==> src/hw/hsq_params.svh <==
/*
 * constants of the homing sequencer: clock rate, timings, method codes.
 * assumes a single 50 MHz clock; included by bare name.
 */
`ifndef HSQ_PARAMS_SVH
`define HSQ_PARAMS_SVH

`define HSQ_CLK_MHZ            50
`define HSQ_DECEL_TIME_US      20
`define HSQ_DECEL_CYC          (`HSQ_DECEL_TIME_US * `HSQ_CLK_MHZ)
`define HSQ_DEBOUNCE_TIME_US   50
`define HSQ_DEBOUNCE_CYC       (`HSQ_DEBOUNCE_TIME_US * `HSQ_CLK_MHZ)
`define HSQ_INDEX_FILT_CYC     2
`define HSQ_SPEED_W            16
`define HSQ_METHOD_W           8
`define HSQ_STEP_W             3
`define HSQ_STEP_FIRST         3'h0
`define HSQ_STEP_INC           3'h1

`define HSQ_M11                8'h0B
`define HSQ_M12                8'h0C
`define HSQ_M13                8'h0D
`define HSQ_M14                8'h0E
`define HSQ_M15                8'h0F
`define HSQ_M16                8'h10
`define HSQ_M17                8'h11
`define HSQ_M18                8'h12

`endif

==> src/hw/hsq_pkg.sv <==
/*
 * types of the homing sequencer: states, step table entries, programs.
 * assumes nothing beyond a SystemVerilog compiler.
 */
package hsq_pkg;

    typedef enum logic [1:0] {ST_IDLE, ST_RUN, ST_DONE, ST_FAULT} hsq_state_type;
    typedef enum logic [1:0] {K_SEARCH, K_DECEL, K_END} hsq_kind_type;
    typedef enum logic {DIR_REV, DIR_FWD} hsq_dir_type;
    typedef enum logic {SPD_LOW, SPD_HIGH} hsq_spd_type;
    typedef enum logic [1:0] {SIG_HOME, SIG_REVLIM, SIG_FWDLIM, SIG_INDEX} hsq_sig_type;
    typedef enum logic {EDGE_FALL, EDGE_RISE} hsq_edge_type;
    typedef enum logic [3:0] {P11N, P11A, P11L, P12N, P12A, P12L, P13N, P13L,
                              P14N, P14L, P17N, P17A, P18N, P18A, PNONE} hsq_prog_type;

    typedef struct packed {
        hsq_kind_type kind;
        hsq_dir_type  dir;
        hsq_spd_type  spd;
        hsq_sig_type  sig;
        hsq_edge_type edg;
    } hsq_step_type;

endpackage

==> src/hw/hsq_homing.sv <==
/*
 * homing sequencer for methods 11 to 14, 17 and 18: step-table driven search of
 * home switch, limit switches and encoder index, giving direction and speed.
 * assumes the motion loop follows moveFwd/speedCmd; switch inputs active high.
 */
`timescale 1ns/100ps
`default_nettype none
`include "hsq_params.svh"

// What this block does
// - m11 off: fast rev rise, stop, fwd
// - m11 on: slow fwd fall, then fwd index
// - m11 rev limit: fast fwd, stop, rev
// - m12 off: fast rev, fwd fall, rev rise, rev index
// - m12 on: fwd fall, rev rise, rev index
// - m12 rev limit: fast fwd fall, rev, rev index
// - m13 off: fast rev fall, fwd rise, fwd index
// - m13 on: same sequence as switch off
// - m13 rev limit: fwd rise, rev fall, fwd rise
// - m14 any: rev fall, fwd rise, rev fall, index
// - m14 rev limit: fwd rise, rev fall, rev index
// - codes 15, 16 reserved, no sequence run
// - m17 off: fast rev to limit, slow fwd off
// - m17 on limit: slow fwd to limit release
// - m18 off: fast fwd to limit, slow rev off
// - m18 on limit: slow rev to limit release
module hsq_homing #(
    parameter int SPEED_W           = `HSQ_SPEED_W,
    parameter int DECEL_CYCLES      = `HSQ_DECEL_CYC,
    parameter int DEBOUNCE_CYCLES   = `HSQ_DEBOUNCE_CYC,
    parameter int INDEX_FILT_CYCLES = `HSQ_INDEX_FILT_CYC
) (
    input  wire logic                     clk,
    input  wire logic                     nrst,
    input  wire logic                     startHoming,
    input  wire logic [`HSQ_METHOD_W-1:0] methodSel,
    input  wire logic [SPEED_W-1:0]       highSpeed,
    input  wire logic [SPEED_W-1:0]       lowSpeed,
    input  wire logic                     homeSwitch,
    input  wire logic                     fwdLimit,
    input  wire logic                     revLimit,
    input  wire logic                     indexPulse,
    output logic                          moveFwd_q,
    output logic      [SPEED_W-1:0]       speedCmd_q,
    output logic                          homingBusy_q,
    output logic                          homingDone_q,
    output logic                          methodError_q
);

    localparam int DW = $clog2(DECEL_CYCLES + 1);

    localparam hsq_pkg::hsq_dir_type  FWD   = hsq_pkg::DIR_FWD;
    localparam hsq_pkg::hsq_dir_type  REV   = hsq_pkg::DIR_REV;
    localparam hsq_pkg::hsq_spd_type  HI    = hsq_pkg::SPD_HIGH;
    localparam hsq_pkg::hsq_spd_type  LO    = hsq_pkg::SPD_LOW;
    localparam hsq_pkg::hsq_sig_type  HOME  = hsq_pkg::SIG_HOME;
    localparam hsq_pkg::hsq_sig_type  RLIM  = hsq_pkg::SIG_REVLIM;
    localparam hsq_pkg::hsq_sig_type  FLIM  = hsq_pkg::SIG_FWDLIM;
    localparam hsq_pkg::hsq_sig_type  INDEX = hsq_pkg::SIG_INDEX;
    localparam hsq_pkg::hsq_edge_type RISE  = hsq_pkg::EDGE_RISE;
    localparam hsq_pkg::hsq_edge_type FALL  = hsq_pkg::EDGE_FALL;

    logic                      rstMetaN_q;
    logic                      rstN_q;
    logic [2:0]                swLvl;
    logic                      idxLvl;
    logic [3:0]                lvl;
    logic [3:0]                prevLvl_q;
    logic [3:0]                rise;
    logic [3:0]                fall;
    hsq_pkg::hsq_state_type    state_q;
    hsq_pkg::hsq_state_type    state_d;
    hsq_pkg::hsq_prog_type     prog_q;
    hsq_pkg::hsq_prog_type     prog_d;
    logic [`HSQ_STEP_W-1:0]    idx_q;
    logic [`HSQ_STEP_W-1:0]    idx_d;
    logic [DW-1:0]             cnt_q;
    logic [DW-1:0]             cnt_d;
    hsq_pkg::hsq_step_type     curStep;
    hsq_pkg::hsq_step_type     nxtStep;
    logic                      startTake;
    logic                      hit;
    logic                      fallback;
    logic                      moveFwd_d;
    logic [SPEED_W-1:0]        speedCmd_d;

    // async assert, sync release
    always_ff @(posedge clk or negedge nrst)
    begin
        if (!nrst)
        begin
            rstMetaN_q <= 1'b0;
            rstN_q     <= 1'b0;
        end
        else
        begin
            rstMetaN_q <= 1'b1;
            rstN_q     <= rstMetaN_q;
        end
    end

    // switches bounce mechanically; the index is clean but narrow, so a short filter
    hsq_debounce #(
        .WIDTH  (3),
        .CYCLES (DEBOUNCE_CYCLES)
    ) swDeb (
        .clk   (clk),
        .rstN  (rstN_q),
        .raw   ({fwdLimit, revLimit, homeSwitch}),
        .level (swLvl)
    );

    hsq_debounce #(
        .WIDTH  (1),
        .CYCLES (INDEX_FILT_CYCLES)
    ) idxDeb (
        .clk   (clk),
        .rstN  (rstN_q),
        .raw   (indexPulse),
        .level (idxLvl)
    );

    assign lvl  = {idxLvl, swLvl[2], swLvl[1], swLvl[0]};
    assign rise = lvl & ~prevLvl_q;
    assign fall = ~lvl & prevLvl_q;

    function automatic hsq_pkg::hsq_step_type srch(
        input hsq_pkg::hsq_dir_type  d,
        input hsq_pkg::hsq_spd_type  s,
        input hsq_pkg::hsq_sig_type  g,
        input hsq_pkg::hsq_edge_type e
    );
        srch = '{kind: hsq_pkg::K_SEARCH, dir: d, spd: s, sig: g, edg: e};
    endfunction

    function automatic hsq_pkg::hsq_step_type fixed(input hsq_pkg::hsq_kind_type k);
        fixed = '{kind: k, dir: REV, spd: LO, sig: HOME, edg: RISE};
    endfunction

    // reserved and unknown codes map to no program
    function automatic hsq_pkg::hsq_prog_type progOf(
        input logic [`HSQ_METHOD_W-1:0] m,
        input logic [3:0]               l
    );
        case (m)
            `HSQ_M11: progOf = l[HOME] ? hsq_pkg::P11A : hsq_pkg::P11N;
            `HSQ_M12: progOf = l[HOME] ? hsq_pkg::P12A : hsq_pkg::P12N;
            `HSQ_M13: progOf = hsq_pkg::P13N;
            `HSQ_M14: progOf = hsq_pkg::P14N;
            `HSQ_M17: progOf = l[RLIM] ? hsq_pkg::P17A : hsq_pkg::P17N;
            `HSQ_M18: progOf = l[FLIM] ? hsq_pkg::P18A : hsq_pkg::P18N;
            default:  progOf = hsq_pkg::PNONE;
        endcase
    endfunction

    function automatic hsq_pkg::hsq_prog_type limitOf(input hsq_pkg::hsq_prog_type p);
        case (p)
            hsq_pkg::P11N: limitOf = hsq_pkg::P11L;
            hsq_pkg::P12N: limitOf = hsq_pkg::P12L;
            hsq_pkg::P13N: limitOf = hsq_pkg::P13L;
            hsq_pkg::P14N: limitOf = hsq_pkg::P14L;
            default:       limitOf = hsq_pkg::PNONE;
        endcase
    endfunction

    function automatic hsq_pkg::hsq_step_type stepOf(
        input hsq_pkg::hsq_prog_type  p,
        input logic [`HSQ_STEP_W-1:0] i
    );
        hsq_pkg::hsq_step_type dec;
        dec = fixed(hsq_pkg::K_DECEL);
        case ({p, i})
            {hsq_pkg::P11N, 3'h0}: stepOf = srch(REV, HI, HOME, RISE);
            {hsq_pkg::P11N, 3'h1}: stepOf = dec;
            {hsq_pkg::P11N, 3'h2}: stepOf = srch(FWD, LO, HOME, FALL);
            {hsq_pkg::P11N, 3'h3}: stepOf = srch(FWD, LO, INDEX, RISE);
            {hsq_pkg::P11A, 3'h0}: stepOf = srch(FWD, LO, HOME, FALL);
            {hsq_pkg::P11A, 3'h1}: stepOf = srch(FWD, LO, INDEX, RISE);
            {hsq_pkg::P11L, 3'h0}: stepOf = srch(FWD, HI, HOME, FALL);
            {hsq_pkg::P11L, 3'h1}: stepOf = dec;
            {hsq_pkg::P11L, 3'h2}: stepOf = srch(REV, LO, HOME, RISE);
            {hsq_pkg::P11L, 3'h3}: stepOf = srch(FWD, LO, INDEX, RISE);
            {hsq_pkg::P12N, 3'h0}: stepOf = srch(REV, HI, HOME, RISE);
            {hsq_pkg::P12N, 3'h1}: stepOf = dec;
            {hsq_pkg::P12N, 3'h2}: stepOf = srch(FWD, LO, HOME, FALL);
            {hsq_pkg::P12N, 3'h3}: stepOf = srch(REV, LO, HOME, RISE);
            {hsq_pkg::P12N, 3'h4}: stepOf = srch(REV, LO, INDEX, RISE);
            {hsq_pkg::P12A, 3'h0}: stepOf = srch(FWD, LO, HOME, FALL);
            {hsq_pkg::P12A, 3'h1}: stepOf = srch(REV, LO, HOME, RISE);
            {hsq_pkg::P12A, 3'h2}: stepOf = srch(REV, LO, INDEX, RISE);
            {hsq_pkg::P12L, 3'h0}: stepOf = srch(FWD, HI, HOME, FALL);
            {hsq_pkg::P12L, 3'h1}: stepOf = dec;
            {hsq_pkg::P12L, 3'h2}: stepOf = srch(REV, LO, HOME, RISE);
            {hsq_pkg::P12L, 3'h3}: stepOf = srch(REV, LO, INDEX, RISE);
            {hsq_pkg::P13N, 3'h0}: stepOf = srch(REV, HI, HOME, FALL);
            {hsq_pkg::P13N, 3'h1}: stepOf = dec;
            {hsq_pkg::P13N, 3'h2}: stepOf = srch(FWD, LO, HOME, RISE);
            {hsq_pkg::P13N, 3'h3}: stepOf = srch(FWD, LO, INDEX, RISE);
            {hsq_pkg::P13L, 3'h0}: stepOf = srch(FWD, HI, HOME, RISE);
            {hsq_pkg::P13L, 3'h1}: stepOf = dec;
            {hsq_pkg::P13L, 3'h2}: stepOf = srch(REV, LO, HOME, FALL);
            {hsq_pkg::P13L, 3'h3}: stepOf = srch(FWD, LO, HOME, RISE);
            {hsq_pkg::P13L, 3'h4}: stepOf = srch(FWD, LO, INDEX, RISE);
            {hsq_pkg::P14N, 3'h0}: stepOf = srch(REV, HI, HOME, FALL);
            {hsq_pkg::P14N, 3'h1}: stepOf = dec;
            {hsq_pkg::P14N, 3'h2}: stepOf = srch(FWD, LO, HOME, RISE);
            {hsq_pkg::P14N, 3'h3}: stepOf = srch(REV, LO, HOME, FALL);
            {hsq_pkg::P14N, 3'h4}: stepOf = srch(REV, LO, INDEX, RISE);
            {hsq_pkg::P14L, 3'h0}: stepOf = srch(FWD, HI, HOME, RISE);
            {hsq_pkg::P14L, 3'h1}: stepOf = dec;
            {hsq_pkg::P14L, 3'h2}: stepOf = srch(REV, LO, HOME, FALL);
            {hsq_pkg::P14L, 3'h3}: stepOf = srch(REV, LO, INDEX, RISE);
            {hsq_pkg::P17N, 3'h0}: stepOf = srch(REV, HI, RLIM, RISE);
            {hsq_pkg::P17N, 3'h1}: stepOf = dec;
            {hsq_pkg::P17N, 3'h2}: stepOf = srch(FWD, LO, RLIM, FALL);
            {hsq_pkg::P17A, 3'h0}: stepOf = srch(FWD, LO, RLIM, FALL);
            {hsq_pkg::P18N, 3'h0}: stepOf = srch(FWD, HI, FLIM, RISE);
            {hsq_pkg::P18N, 3'h1}: stepOf = dec;
            {hsq_pkg::P18N, 3'h2}: stepOf = srch(REV, LO, FLIM, FALL);
            {hsq_pkg::P18A, 3'h0}: stepOf = srch(REV, LO, FLIM, FALL);
            default:               stepOf = fixed(hsq_pkg::K_END);
        endcase
    endfunction

    assign startTake = startHoming && (state_q != hsq_pkg::ST_RUN);
    assign curStep   = stepOf(prog_q, idx_q);
    assign hit       = (curStep.edg == RISE) ? rise[curStep.sig] : fall[curStep.sig];
    // only the first, fast reverse search of 11..14 falls back on the reverse limit
    assign fallback  = (idx_q == `HSQ_STEP_FIRST) && (limitOf(prog_q) != hsq_pkg::PNONE)
                       && rise[RLIM];

    always_comb
    begin
        state_d = state_q;
        prog_d  = prog_q;
        idx_d   = idx_q;
        cnt_d   = cnt_q;
        case (state_q)
            hsq_pkg::ST_RUN:
            begin
                case (curStep.kind)
                    hsq_pkg::K_SEARCH:
                    begin
                        // target edge wins over a limit edge in the same cycle
                        if (hit)
                        begin
                            idx_d = idx_q + `HSQ_STEP_INC;
                        end
                        else if (fallback)
                        begin
                            prog_d = limitOf(prog_q);
                            idx_d  = `HSQ_STEP_FIRST;
                        end
                    end
                    hsq_pkg::K_DECEL:
                    begin
                        if (cnt_q == DW'(DECEL_CYCLES - 1))
                        begin
                            cnt_d = '0;
                            idx_d = idx_q + `HSQ_STEP_INC;
                        end
                        else
                        begin
                            cnt_d = cnt_q + 1'b1;
                        end
                    end
                    default:
                    begin
                        state_d = hsq_pkg::ST_DONE;
                    end
                endcase
            end
            default:
            begin
                if (startTake)
                begin
                    prog_d  = progOf(methodSel, lvl);
                    idx_d   = `HSQ_STEP_FIRST;
                    cnt_d   = '0;
                    state_d = (prog_d == hsq_pkg::PNONE) ? hsq_pkg::ST_FAULT : hsq_pkg::ST_RUN;
                end
            end
        endcase
    end

    // outputs follow the next step so they line up with the state registers
    always_comb
    begin
        nxtStep    = stepOf(prog_d, idx_d);
        moveFwd_d  = (nxtStep.dir == FWD);
        speedCmd_d = '0;
        if ((state_d == hsq_pkg::ST_RUN) && (nxtStep.kind == hsq_pkg::K_SEARCH))
        begin
            speedCmd_d = (nxtStep.spd == HI) ? highSpeed : lowSpeed;
        end
    end

    always_ff @(posedge clk or negedge rstN_q)
    begin
        if (!rstN_q)
        begin
            state_q       <= hsq_pkg::ST_IDLE;
            prog_q        <= hsq_pkg::PNONE;
            idx_q         <= '0;
            cnt_q         <= '0;
            prevLvl_q     <= '0;
            moveFwd_q     <= 1'b0;
            speedCmd_q    <= '0;
            homingBusy_q  <= 1'b0;
            homingDone_q  <= 1'b0;
            methodError_q <= 1'b0;
        end
        else
        begin
            state_q       <= state_d;
            prog_q        <= prog_d;
            idx_q         <= idx_d;
            cnt_q         <= cnt_d;
            prevLvl_q     <= lvl;
            moveFwd_q     <= moveFwd_d;
            speedCmd_q    <= speedCmd_d;
            homingBusy_q  <= (state_d == hsq_pkg::ST_RUN);
            homingDone_q  <= (state_d == hsq_pkg::ST_DONE);
            methodError_q <= (state_d == hsq_pkg::ST_FAULT);
        end
    end

    logic lastHit;
    logic inDecel;
    assign lastHit = (state_q == hsq_pkg::ST_RUN) && (curStep.kind == hsq_pkg::K_SEARCH) && hit
                     && (stepOf(prog_q, idx_q + `HSQ_STEP_INC).kind == hsq_pkg::K_END);
    assign inDecel = (state_q == hsq_pkg::ST_RUN) && (curStep.kind == hsq_pkg::K_DECEL);
endmodule

`default_nettype wire

==> src/hw/hsq_debounce.sv <==
/*
 * two-flop synchroniser and counting filter per input bit.
 * assumes inputs synchronous or slow; level changes only after CYCLES steady samples.
 */
`timescale 1ns/100ps
`default_nettype none
`include "hsq_params.svh"

module hsq_debounce #(
    parameter int WIDTH  = 1,
    parameter int CYCLES = `HSQ_DEBOUNCE_CYC
) (
    input  wire logic             clk,
    input  wire logic             rstN,
    input  wire logic [WIDTH-1:0] raw,
    output logic      [WIDTH-1:0] level
);

    localparam int CW = $clog2(CYCLES + 1);

    for (genvar b = 0; b < WIDTH; b++)
    begin : g_bit
        logic          meta_q;
        logic          sync_q;
        logic          lvl_q;
        logic          lvl_d;
        logic [CW-1:0] cnt_q;
        logic [CW-1:0] cnt_d;

        always_comb
        begin
            lvl_d = lvl_q;
            cnt_d = cnt_q;
            if (sync_q == lvl_q)
            begin
                cnt_d = '0;
            end
            else if (cnt_q == CW'(CYCLES - 1))
            begin
                lvl_d = sync_q;
                cnt_d = '0;
            end
            else
            begin
                cnt_d = cnt_q + 1'b1;
            end
        end

        always_ff @(posedge clk or negedge rstN)
        begin
            if (!rstN)
            begin
                meta_q <= 1'b0;
                sync_q <= 1'b0;
                lvl_q  <= 1'b0;
                cnt_q  <= '0;
            end
            else
            begin
                meta_q <= raw[b];
                sync_q <= meta_q;
                lvl_q  <= lvl_d;
                cnt_q  <= cnt_d;
            end
        end

        assign level[b] = lvl_q;
    end

endmodule

`default_nettype wire

==> config.mk <==
export PLATFORM = sky130hd
export DESIGN_NAME = hsq_homing
export DESIGN_NICKNAME = d
export VERILOG_FILES = /design/src/hw/hsq_pkg.sv /design/src/hw/hsq_homing.sv /design/src/hw/hsq_debounce.sv
export VERILOG_INCLUDE_DIRS = /design/src /design/src/hw
export SDC_FILE = /design/constraint.sdc
export NUM_CORES = 1
export LEC_CHECK = 0
export ABC_AREA = 0
export BUFFER_PORTS_ARGS = -buffer_cell sky130_fd_sc_hd__buf_4
export CAP_MARGIN = 15
export CELL_PAD_IN_SITES_DETAIL_PLACEMENT = 0
export CELL_PAD_IN_SITES_GLOBAL_PLACEMENT = 1
export CORE_MARGIN = 3
export CORE_UTILIZATION = 41
export DETAILED_ROUTE_END_ITERATION = 10
export GPL_ROUTABILITY_DRIVEN = 0
export GPL_TIMING_DRIVEN = 0
export MAX_ROUTING_LAYER = met4
export PLACE_DENSITY = 0.81
export SLEW_MARGIN = 20
export SYNTH_ARGS = -nofsm -noshare
export SYNTH_HDL_FRONTEND = slang
export SYNTH_SLANG_ARGS = --single-unit
==> constraint.sdc <==
create_clock -name clk -period 2.8 [get_ports clk]
set_input_delay 0.28 -clock clk [delete_from_list [all_inputs] [get_ports clk]]
set_output_delay 0.28 -clock clk [all_outputs]
set_load 0.05 [all_outputs]
==> flow_metrics.env, run 1 <==
export IMPL_cts_path_max_buffers=2
export IMPL_wl_met3_um=749
export IMPL_crit_chain="inv_4 > ha_4 > buf_6 > and3_4 > or4_4 > o211a_4 > o21ai_2 > nor2_2 > a31o_4 > a22oi_2 > inv_2 > ha_4 > inv_2 > o21ai_1 > a2111o_1 > o311a_4 > buf_8 > a211oi_2"
export IMPL_ant_nets=0
export IMPL_hpwl_um=9361
export IMPL_hold_viol_final=0
export IMPL_tightest_slew_ns=0.6233
export IMPL_max_freq_mhz=266.3
export IMPL_cp_top_family="compound AO/OA/AOI/OAI gates"
export IMPL_fp_coreArea_um2=12930
export IMPL_drv_slew=0
export IMPL_cp_end_kind="flip-flop"
export IMPL_final_cell_mix="buf_4 (94), dfrtp_1 (89), nor2_1 (70), nand3_1 (45), nand2_1 (35)"
export IMPL_syn_inst=586
export IMPL_drive_above_1_share_pct=33.00
export IMPL_ys_ff_latch=95
export IMPL_drt_met1_wl_um=5902
export IMPL_stdcell_area_um2=7252
export IMPL_min_period_over_period_pct=134.1
export IMPL_cellInternalPower_w=0.004325
export IMPL_synth_edf_count=0
export IMPL_yosysSeqAreaShare_pct=42.82
export IMPL_cp_required_ns=3.06
export IMPL_wl_met2_um=6581
export IMPL_crit_slowest_cell="or4_4"
export IMPL_fin_nets=757
export IMPL_clkPwrFrac_pct=15.0
export IMPL_area_delta_synth_final_pct=30.42
export IMPL_die_y_um=122.5
export IMPL_maxCapViolCount=0
export IMPL_violations="setup timing"
export IMPL_min_to="swDeb.g_bit[0].meta_q"
export IMPL_grt_util_all_layers_pct=19.48
export IMPL_r2r_slack_ns=-0.96
export IMPL_numPortBuffers=65
export IMPL_first_iter_violations=315
export IMPL_cts_sinks=95
export IMPL_startpoint="idx_q[0]"
export IMPL_start_util_pct=43.01
export IMPL_rows=41
export IMPL_gr_total_overflow=0
export IMPL_synthTopCellsByArea="dfrtp_1 (41%), nor2_1 (4.9%), nand3_1 (4.1%)"
export IMPL_clock_latency_ns=0.35
export IMPL_r2r_cells=18
export IMPL_dp_cells=824
export IMPL_netSwitchingPower_w=0.003293
export IMPL_syn_area_per_cell_um2=9.489
export IMPL_yosys_area_top_type_share_pct=41.40
export IMPL_status="finished with violations"
export IMPL_grt_pass1_vias=4826
export IMPL_htree_levels=3
export IMPL_vias=4777
export IMPL_cts_tree="built"
export IMPL_dr_max_layer_used="met4"
export IMPL_wl_per_cell_um=15.43
export IMPL_antenna_found_initial=0
export IMPL_finalSetupViolations=17
export IMPL_syn_area_um2=5560
export IMPL_yosysUniqueCellTypes=83
export IMPL_fin_crit_ns=3.755
export IMPL_die_area_um2=15000
export IMPL_die_x_um=122.5
export IMPL_switching_share_pct=43.23
export IMPL_yosysWarnings=0
export IMPL_critPathArrivalTime_ns=4.02
export IMPL_min_delay_path_class="input pin to flip-flop"
export IMPL_whs_path_depth=1
export IMPL_setup_worst_path_start_class="flip-flop"
export IMPL_peakVddDrop_uv=1193
export IMPL_path_buf_inv=5
export IMPL_via_per_inst=5.478
export IMPL_setup_slack_ns=-0.9550
export IMPL_rsz0062_at_grt="yes"
export IMPL_synth_net_count=648
export IMPL_crit_fanout=5
export IMPL_grt_max_degree=49
export IMPL_drc=0
export IMPL_post_dp_cell_area_um2=6409
export IMPL_n_antenna_cell=0
export IMPL_comb_power_share_pct=63.0
export IMPL_reg2reg_from="idx_q[0]"
export IMPL_layoutNonFillerInstCount=872
export IMPL_worst_r2r_endpoint="speedCmd_q[5]"
export IMPL_ioPinCount=67
export IMPL_clk_pin_slew_ns=0.06
export IMPL_root_buffer="clkbuf_16"
export IMPL_p_leak_nw=3.086
export IMPL_synth_main_ff_cell="dfrtp_1"
export IMPL_skew_ns=0.009716
export IMPL_path_class="flip-flop to flip-flop"
export IMPL_drt_wl_total_um=13460
export IMPL_cts_buffers_inserted=9
export IMPL_slew_limit_headroom_pct=58.45
export IMPL_grt_pass1_wl_um=22940
export IMPL_worstHoldStart="homeSwitch"
export IMPL_async_flop_share_pct=100.0
export IMPL_layout_commonest_cell="buf_4"
export IMPL_cp_slowest_stage_delay_ns=0.58
export IMPL_power_frac_seq_pct=22.0
export IMPL_p_per_area_nw_per_um2=1051
export IMPL_drtPass1Iterations=5
export IMPL_synth_largest_area_cell="dfrtp_1"
==> sequential cells by signal (all words and copies together), names as in the netlist, 2 cells and up <==
register,cells
swDeb.g_bit.lvl_q,3
prog_q,4
idx_q,3
cnt_q,10
prevLvl_q,4
state_q,2
speedCmd_q,16
swDeb.g_bit.cnt_q,36
swDeb.g_bit.meta_q,3
swDeb.g_bit.sync_q,3
idxDeb.g_bit.cnt_q,2
==> power groups by stage <==
stage          clock [W]  sequential (W)  combinational, W
5_1_grt          0.00125         0.00170           0.00517
3_3_place_gp           0         0.00171           0.00344
2_1_floorplan          0         0.00189           0.00255
4_1_cts          0.00119         0.00168           0.00449
6_report         0.00115         0.00168           0.00480
3_5_place_dp           0         0.00170           0.00352
==> worst register-to-register path: stages (launching register included) <==
cell and delay, ns:
dfrtp_2 0.44, inv_4 0.07, ha_4 0.19, buf_6 0.14
and3_4 0.14, or4_4 0.58, o211a_4 0.18, o21ai_2 0.15
nor2_2 0.07, a31o_4 0.24, a22oi_2 0.22, inv_2 0.08
ha_4 0.16, inv_2 0.04, o21ai_1 0.04, a2111o_1 0.45
o311a_4 0.19, buf_8 0.15, a211oi_2 0.15
==> through the flow <==
step	hold slack, ns	TNS [ns]	worst slack [ns]	power [W]	util [%]
global placement	0.06245	-19.97	-1.215	0.005145	49.34
detailed placement	0.06448	-20.94	-1.270	0.005222	49.57
CTS	0.02293	-15.73	-0.9464	0.007360	55.24
global route	0.02023	-18.28	-1.104	0.008111	56.10
finish	0.03793	-15.90	-0.9550	0.007618	56.10
floorplan	-0.01559	-12.68	-0.7738	0.004442	-
==> layout make-up <==
type / instances / area [um^2]
clock inverter: 5 / 33.78
timing repair buffer: 100 / 832.0
sequential: 95 / 2387
tap: 172 / 215.2
clock buffer: 11 / 242.7
inverter: 23 / 91.34
buffer: 22 / 155.1
fill: 1149 / 5675
multi-input combinational: 444 / 3294
==> layer usage <==
layer  up-vias  track usage (%)
met3        22            5.023
met4         0            5.318
met1      2307            24.11
met2       129            31.81
li1       2319                -
met5         -                -
==> synth_stat cells (4+ instances only) <==
library cell  count
dfrtp_1          92
nor2_1           72
nand3_1          46
nand2_1          39
o21ai_0          38
xor2_1           25
inv_1            19
a21oi_1          16
ha_1             15
xnor2_1          15
and3_1           14
nand2b_1         13
nor2b_1          13
a211oi_2         11
clkbuf_1         11
nand4_1          10
nor3_1           10
a211oi_1          9
buf_2             6
a31o_2            5
mux2_2            5
nor4_1            5
buf_6             4
==> logic make-up after synthesis <==
kind of cell	after synthesis	synth area share, %
AND/OR/NAND/NOR	249	22.73
AO/OA/AOI/OAI	131	18.81
flip-flops	95	42.82
buffers and inverters	47	4.095
XOR/XNOR	40	6.301
adder cells (fa/ha/maj)	16	3.578
multiplexers	7	1.598
other	1	0.06744
==> worst max path at each step <==
| stage | endpoint | cells after the start | slack, ns |
|---|---|---|---|
| after global placement | speedCmd_q[5] | 17 | -1.22 |
| final | speedCmd_q[5] | 18 | -0.96 |
| after detailed placement | speedCmd_q[5] | 15 | -1.27 |
| after CTS | speedCmd_q[5] | 18 | -0.95 |
| after global routing | speedCmd_q[4] | 18 | -1.10 |
| after floorplan | speedCmd_q[10] | 19 | -0.77 |
==> repair_timing <==
action	4_1_cts	5_1_grt
hold buffers	1	0
buffers inserted	26	8
endpoints found under the setup margin	24	23
gates resized for setup	58	17
pin swaps	25	4
gates cloned	2	0
endpoints found under the hold margin	2	0
No activity file was read; power rests on OpenSTA's default activity.
==> run 2: changes to the inputs <==
- CORE_UTILIZATION: 41 -> 45
- PLACE_DENSITY: 0.81 -> 0.84
- REMOVE_ABC_BUFFERS: unset -> 1
- TNS_END_PERCENT: unset -> 10
- clock period: 2.8 -> 3.9 ns (I/O delays scaled with it)
==> flow_metrics.env, run 2 (synthesized netlist as in run 1, its figures left out) <==
export IMPL_start_util_pct=47.28
export IMPL_grt_util_all_layers_pct=20.02
export IMPL_r2r_slack_ns=0.03
export IMPL_wl_per_cell_um=15.89
export IMPL_grt_max_degree=49
export IMPL_die_x_um=117.2
export IMPL_area_delta_synth_final_pct=29.19
export IMPL_reg2reg_from="idx_q[1]"
export IMPL_vias=4715
export IMPL_use_met3_pct=5.244
export IMPL_cp_required_ns=4.16
export IMPL_rsz0062_at_grt="yes"
export IMPL_cts_sinks=95
export IMPL_ant_nets=0
export IMPL_fp_coreArea_um2=11760
export IMPL_numPortBuffers=66
export IMPL_worstHoldStart="revLimit"
export IMPL_critPathArrivalTime_ns=4.13
export IMPL_grtUsageMet2_pct=32.65
export IMPL_largest_register="swDeb.g_bit.cnt_q"
export IMPL_antenna_found_initial=0
export IMPL_cts_tree="built"
export IMPL_top_regs="swDeb.g_bit.cnt_q x36, speedCmd_q x16, cnt_q x10"
export IMPL_htree_levels=3
export IMPL_slew_limit_headroom_pct=47.83
export IMPL_largest_reg_flops=36
export IMPL_max_freq_mhz=258.6
export IMPL_use_met1_pct=24.83
export IMPL_die_area_um2=13730
export IMPL_path_class="flip-flop to flip-flop"
export IMPL_grt_pass1_vias=4557
export IMPL_drt_wl_total_um=13510
export IMPL_rows=39
export IMPL_setup_worst_path_start_class="flip-flop"
export IMPL_tightest_slew_ns=0.7809
export IMPL_drc=0
export IMPL_min_to="swDeb.g_bit[1].meta_q"
export IMPL_drive_above_1_share_pct=32.80
export IMPL_whs_path_depth=1
export IMPL_skew_ns=0.006564
export IMPL_hold_viol_final=0
export IMPL_crit_slowest_cell="dfrtp_2"
export IMPL_clk_pin_slew_ns=0.07
export IMPL_p_leak_nw=3.057
export IMPL_finalSetupViolations=0
export IMPL_fin_crit_ns=3.866
export IMPL_cpMostUsedCell="buf_4"
export IMPL_p_per_area_nw_per_um2=730.3
export IMPL_status="finished, final reports clean"
export IMPL_worst_r2r_endpoint="speedCmd_q[6]"
export IMPL_cts_path_max_buffers=2
export IMPL_drv_slew=0
export IMPL_hpwl_um=8609
export IMPL_fin_nets=743
export IMPL_final_cell_mix="buf_4 (101), dfrtp_1 (87), nor2_1 (70), nand3_1 (45), nand2_1 (37)"
export IMPL_cp_slowest_stage_delay_ns=0.49
export IMPL_min_delay_path_class="input pin to flip-flop"
export IMPL_cts_buffers_inserted=9
export IMPL_layout_commonest_cell="buf_4"
export IMPL_crit_chain="inv_4 > ha_4 > a211o_1 > a31o_4 > nor4_4 > o221ai_4 > buf_4 > buf_4 > buf_4 > a31oi_4 > o21a_4 > inv_2 > and3_1 > a2111o_1 > o311a_4 > a211oi_2"
export IMPL_clock_latency_ns=0.35
export IMPL_die_y_um=117.2
export IMPL_maxCapViolCount=0
export IMPL_gr_total_overflow=0
export IMPL_crit_fanout=8
export IMPL_top_usage_layer="met2"
export IMPL_via_per_inst=5.547
export IMPL_ioPinCount=67
export IMPL_setup_tns_ns=0
export IMPL_min_period_over_period_pct=99.14
export IMPL_cp_end_kind="flip-flop"
export IMPL_drtPass1Iterations=4
export IMPL_root_buffer="clkbuf_16"
export IMPL_grt_pass1_wl_um=21350
export IMPL_peakVddDrop_uv=482.5
export IMPL_first_iter_violations=274
export IMPL_r2r_cells=16
export IMPL_n_antenna_cell=0
export IMPL_hold_slack_ns=0.1405
-- run 2: cell types whose count changed in the layout (fill, tap and decap cells not counted), moves of 4 or more --
cell      before  now
inv_2          9    5
o21ai_0       28   34
buf_4         94  101
clkbuf_1       9    0
o21ai_1       10    3
buf_6          7    2
-- run 2: layout make-up --
cell class,instances,area (um^2)
fillers,939,4577
clock buffers,9,225.2
clock inverters,7,87.58
inverters,23,93.84
multi-input cells,445,3336
well taps,164,205.2
flip-flops and latches,95,2392
repair buffers,107,843.3
-- run 2: report_power, final --
| group | switching, W | total [W] | internal (W) |
|---|---|---|---|
| combinational | 0.00180 | 0.00306 | 0.00126 |
| clock | 0.000418 | 0.000930 | 0.000512 |
| sequential | 0.000137 | 0.00125 | 0.00112 |
-- run 2: worst max-delay path by stage --
| stage | start | endpoint | slack [ns] | cells after the start |
|---|---|---|---|---|
| final | idx_q[1] | speedCmd_q[6] | 0.03 | 16 |
| after global routing | prog_q[2] | speedCmd_q[6] | -0.10 | 17 |
| after CTS | idx_q[0] | speedCmd_q[8] | 0.0002 | 15 |
| after detailed placement | idx_q[0] | speedCmd_q[6] | -0.94 | 15 |
| after global placement | idx_q[0] | speedCmd_q[14] | -0.83 | 15 |
| after floorplan | idx_q[2] | moveFwd_q | -0.008 | 15 |
-- run 2: timing repair --
action	4_1_cts	5_1_grt
setup buffers	13	25
endpoints found under the setup margin	17	17
pin swaps	7	35
resized for setup	23	60
hold buffers	1	0
hold endpoints to repair	2	0
gates cloned	1	0
-- run 2: per-stage QoR --
stage	worst slack, ns	total power, W	std cells	util (%)	instance area (um^2)
6_report	0.03363	0.005246	850	61.08	7183
5_1_grt	-0.1025	0.005558	850	61.08	7183
4_1_cts	0.0001581	0.004774	825	57.07	6711
3_5_place_dp	-0.9445	0.003451	794	52.39	6161
3_3_place_gp	-0.8297	0.003389	792	52.06	6122
2_1_floorplan	-0.007594	0.002905	562	-	5421
-- run 2: per-layer routing --
metal	wire length, um	part of all wire [%]	vias to the layer above
met1	5799	43	2297
li1	-	-	2279
met3	749	5.5	17
met5	0	0	-
met4	165	1.2	0
met2	6791	50	122
-- run 2: critical path, delay by kind of cell (launching register included) --
family	cells	cell delay (ns)
flip-flops	1	0.49
AND/OR/NAND/NOR	2	0.44
buffers and inverters	5	0.59
adder cells (fa/ha/maj)	1	0.21
AO/OA/AOI/OAI	8	2.04
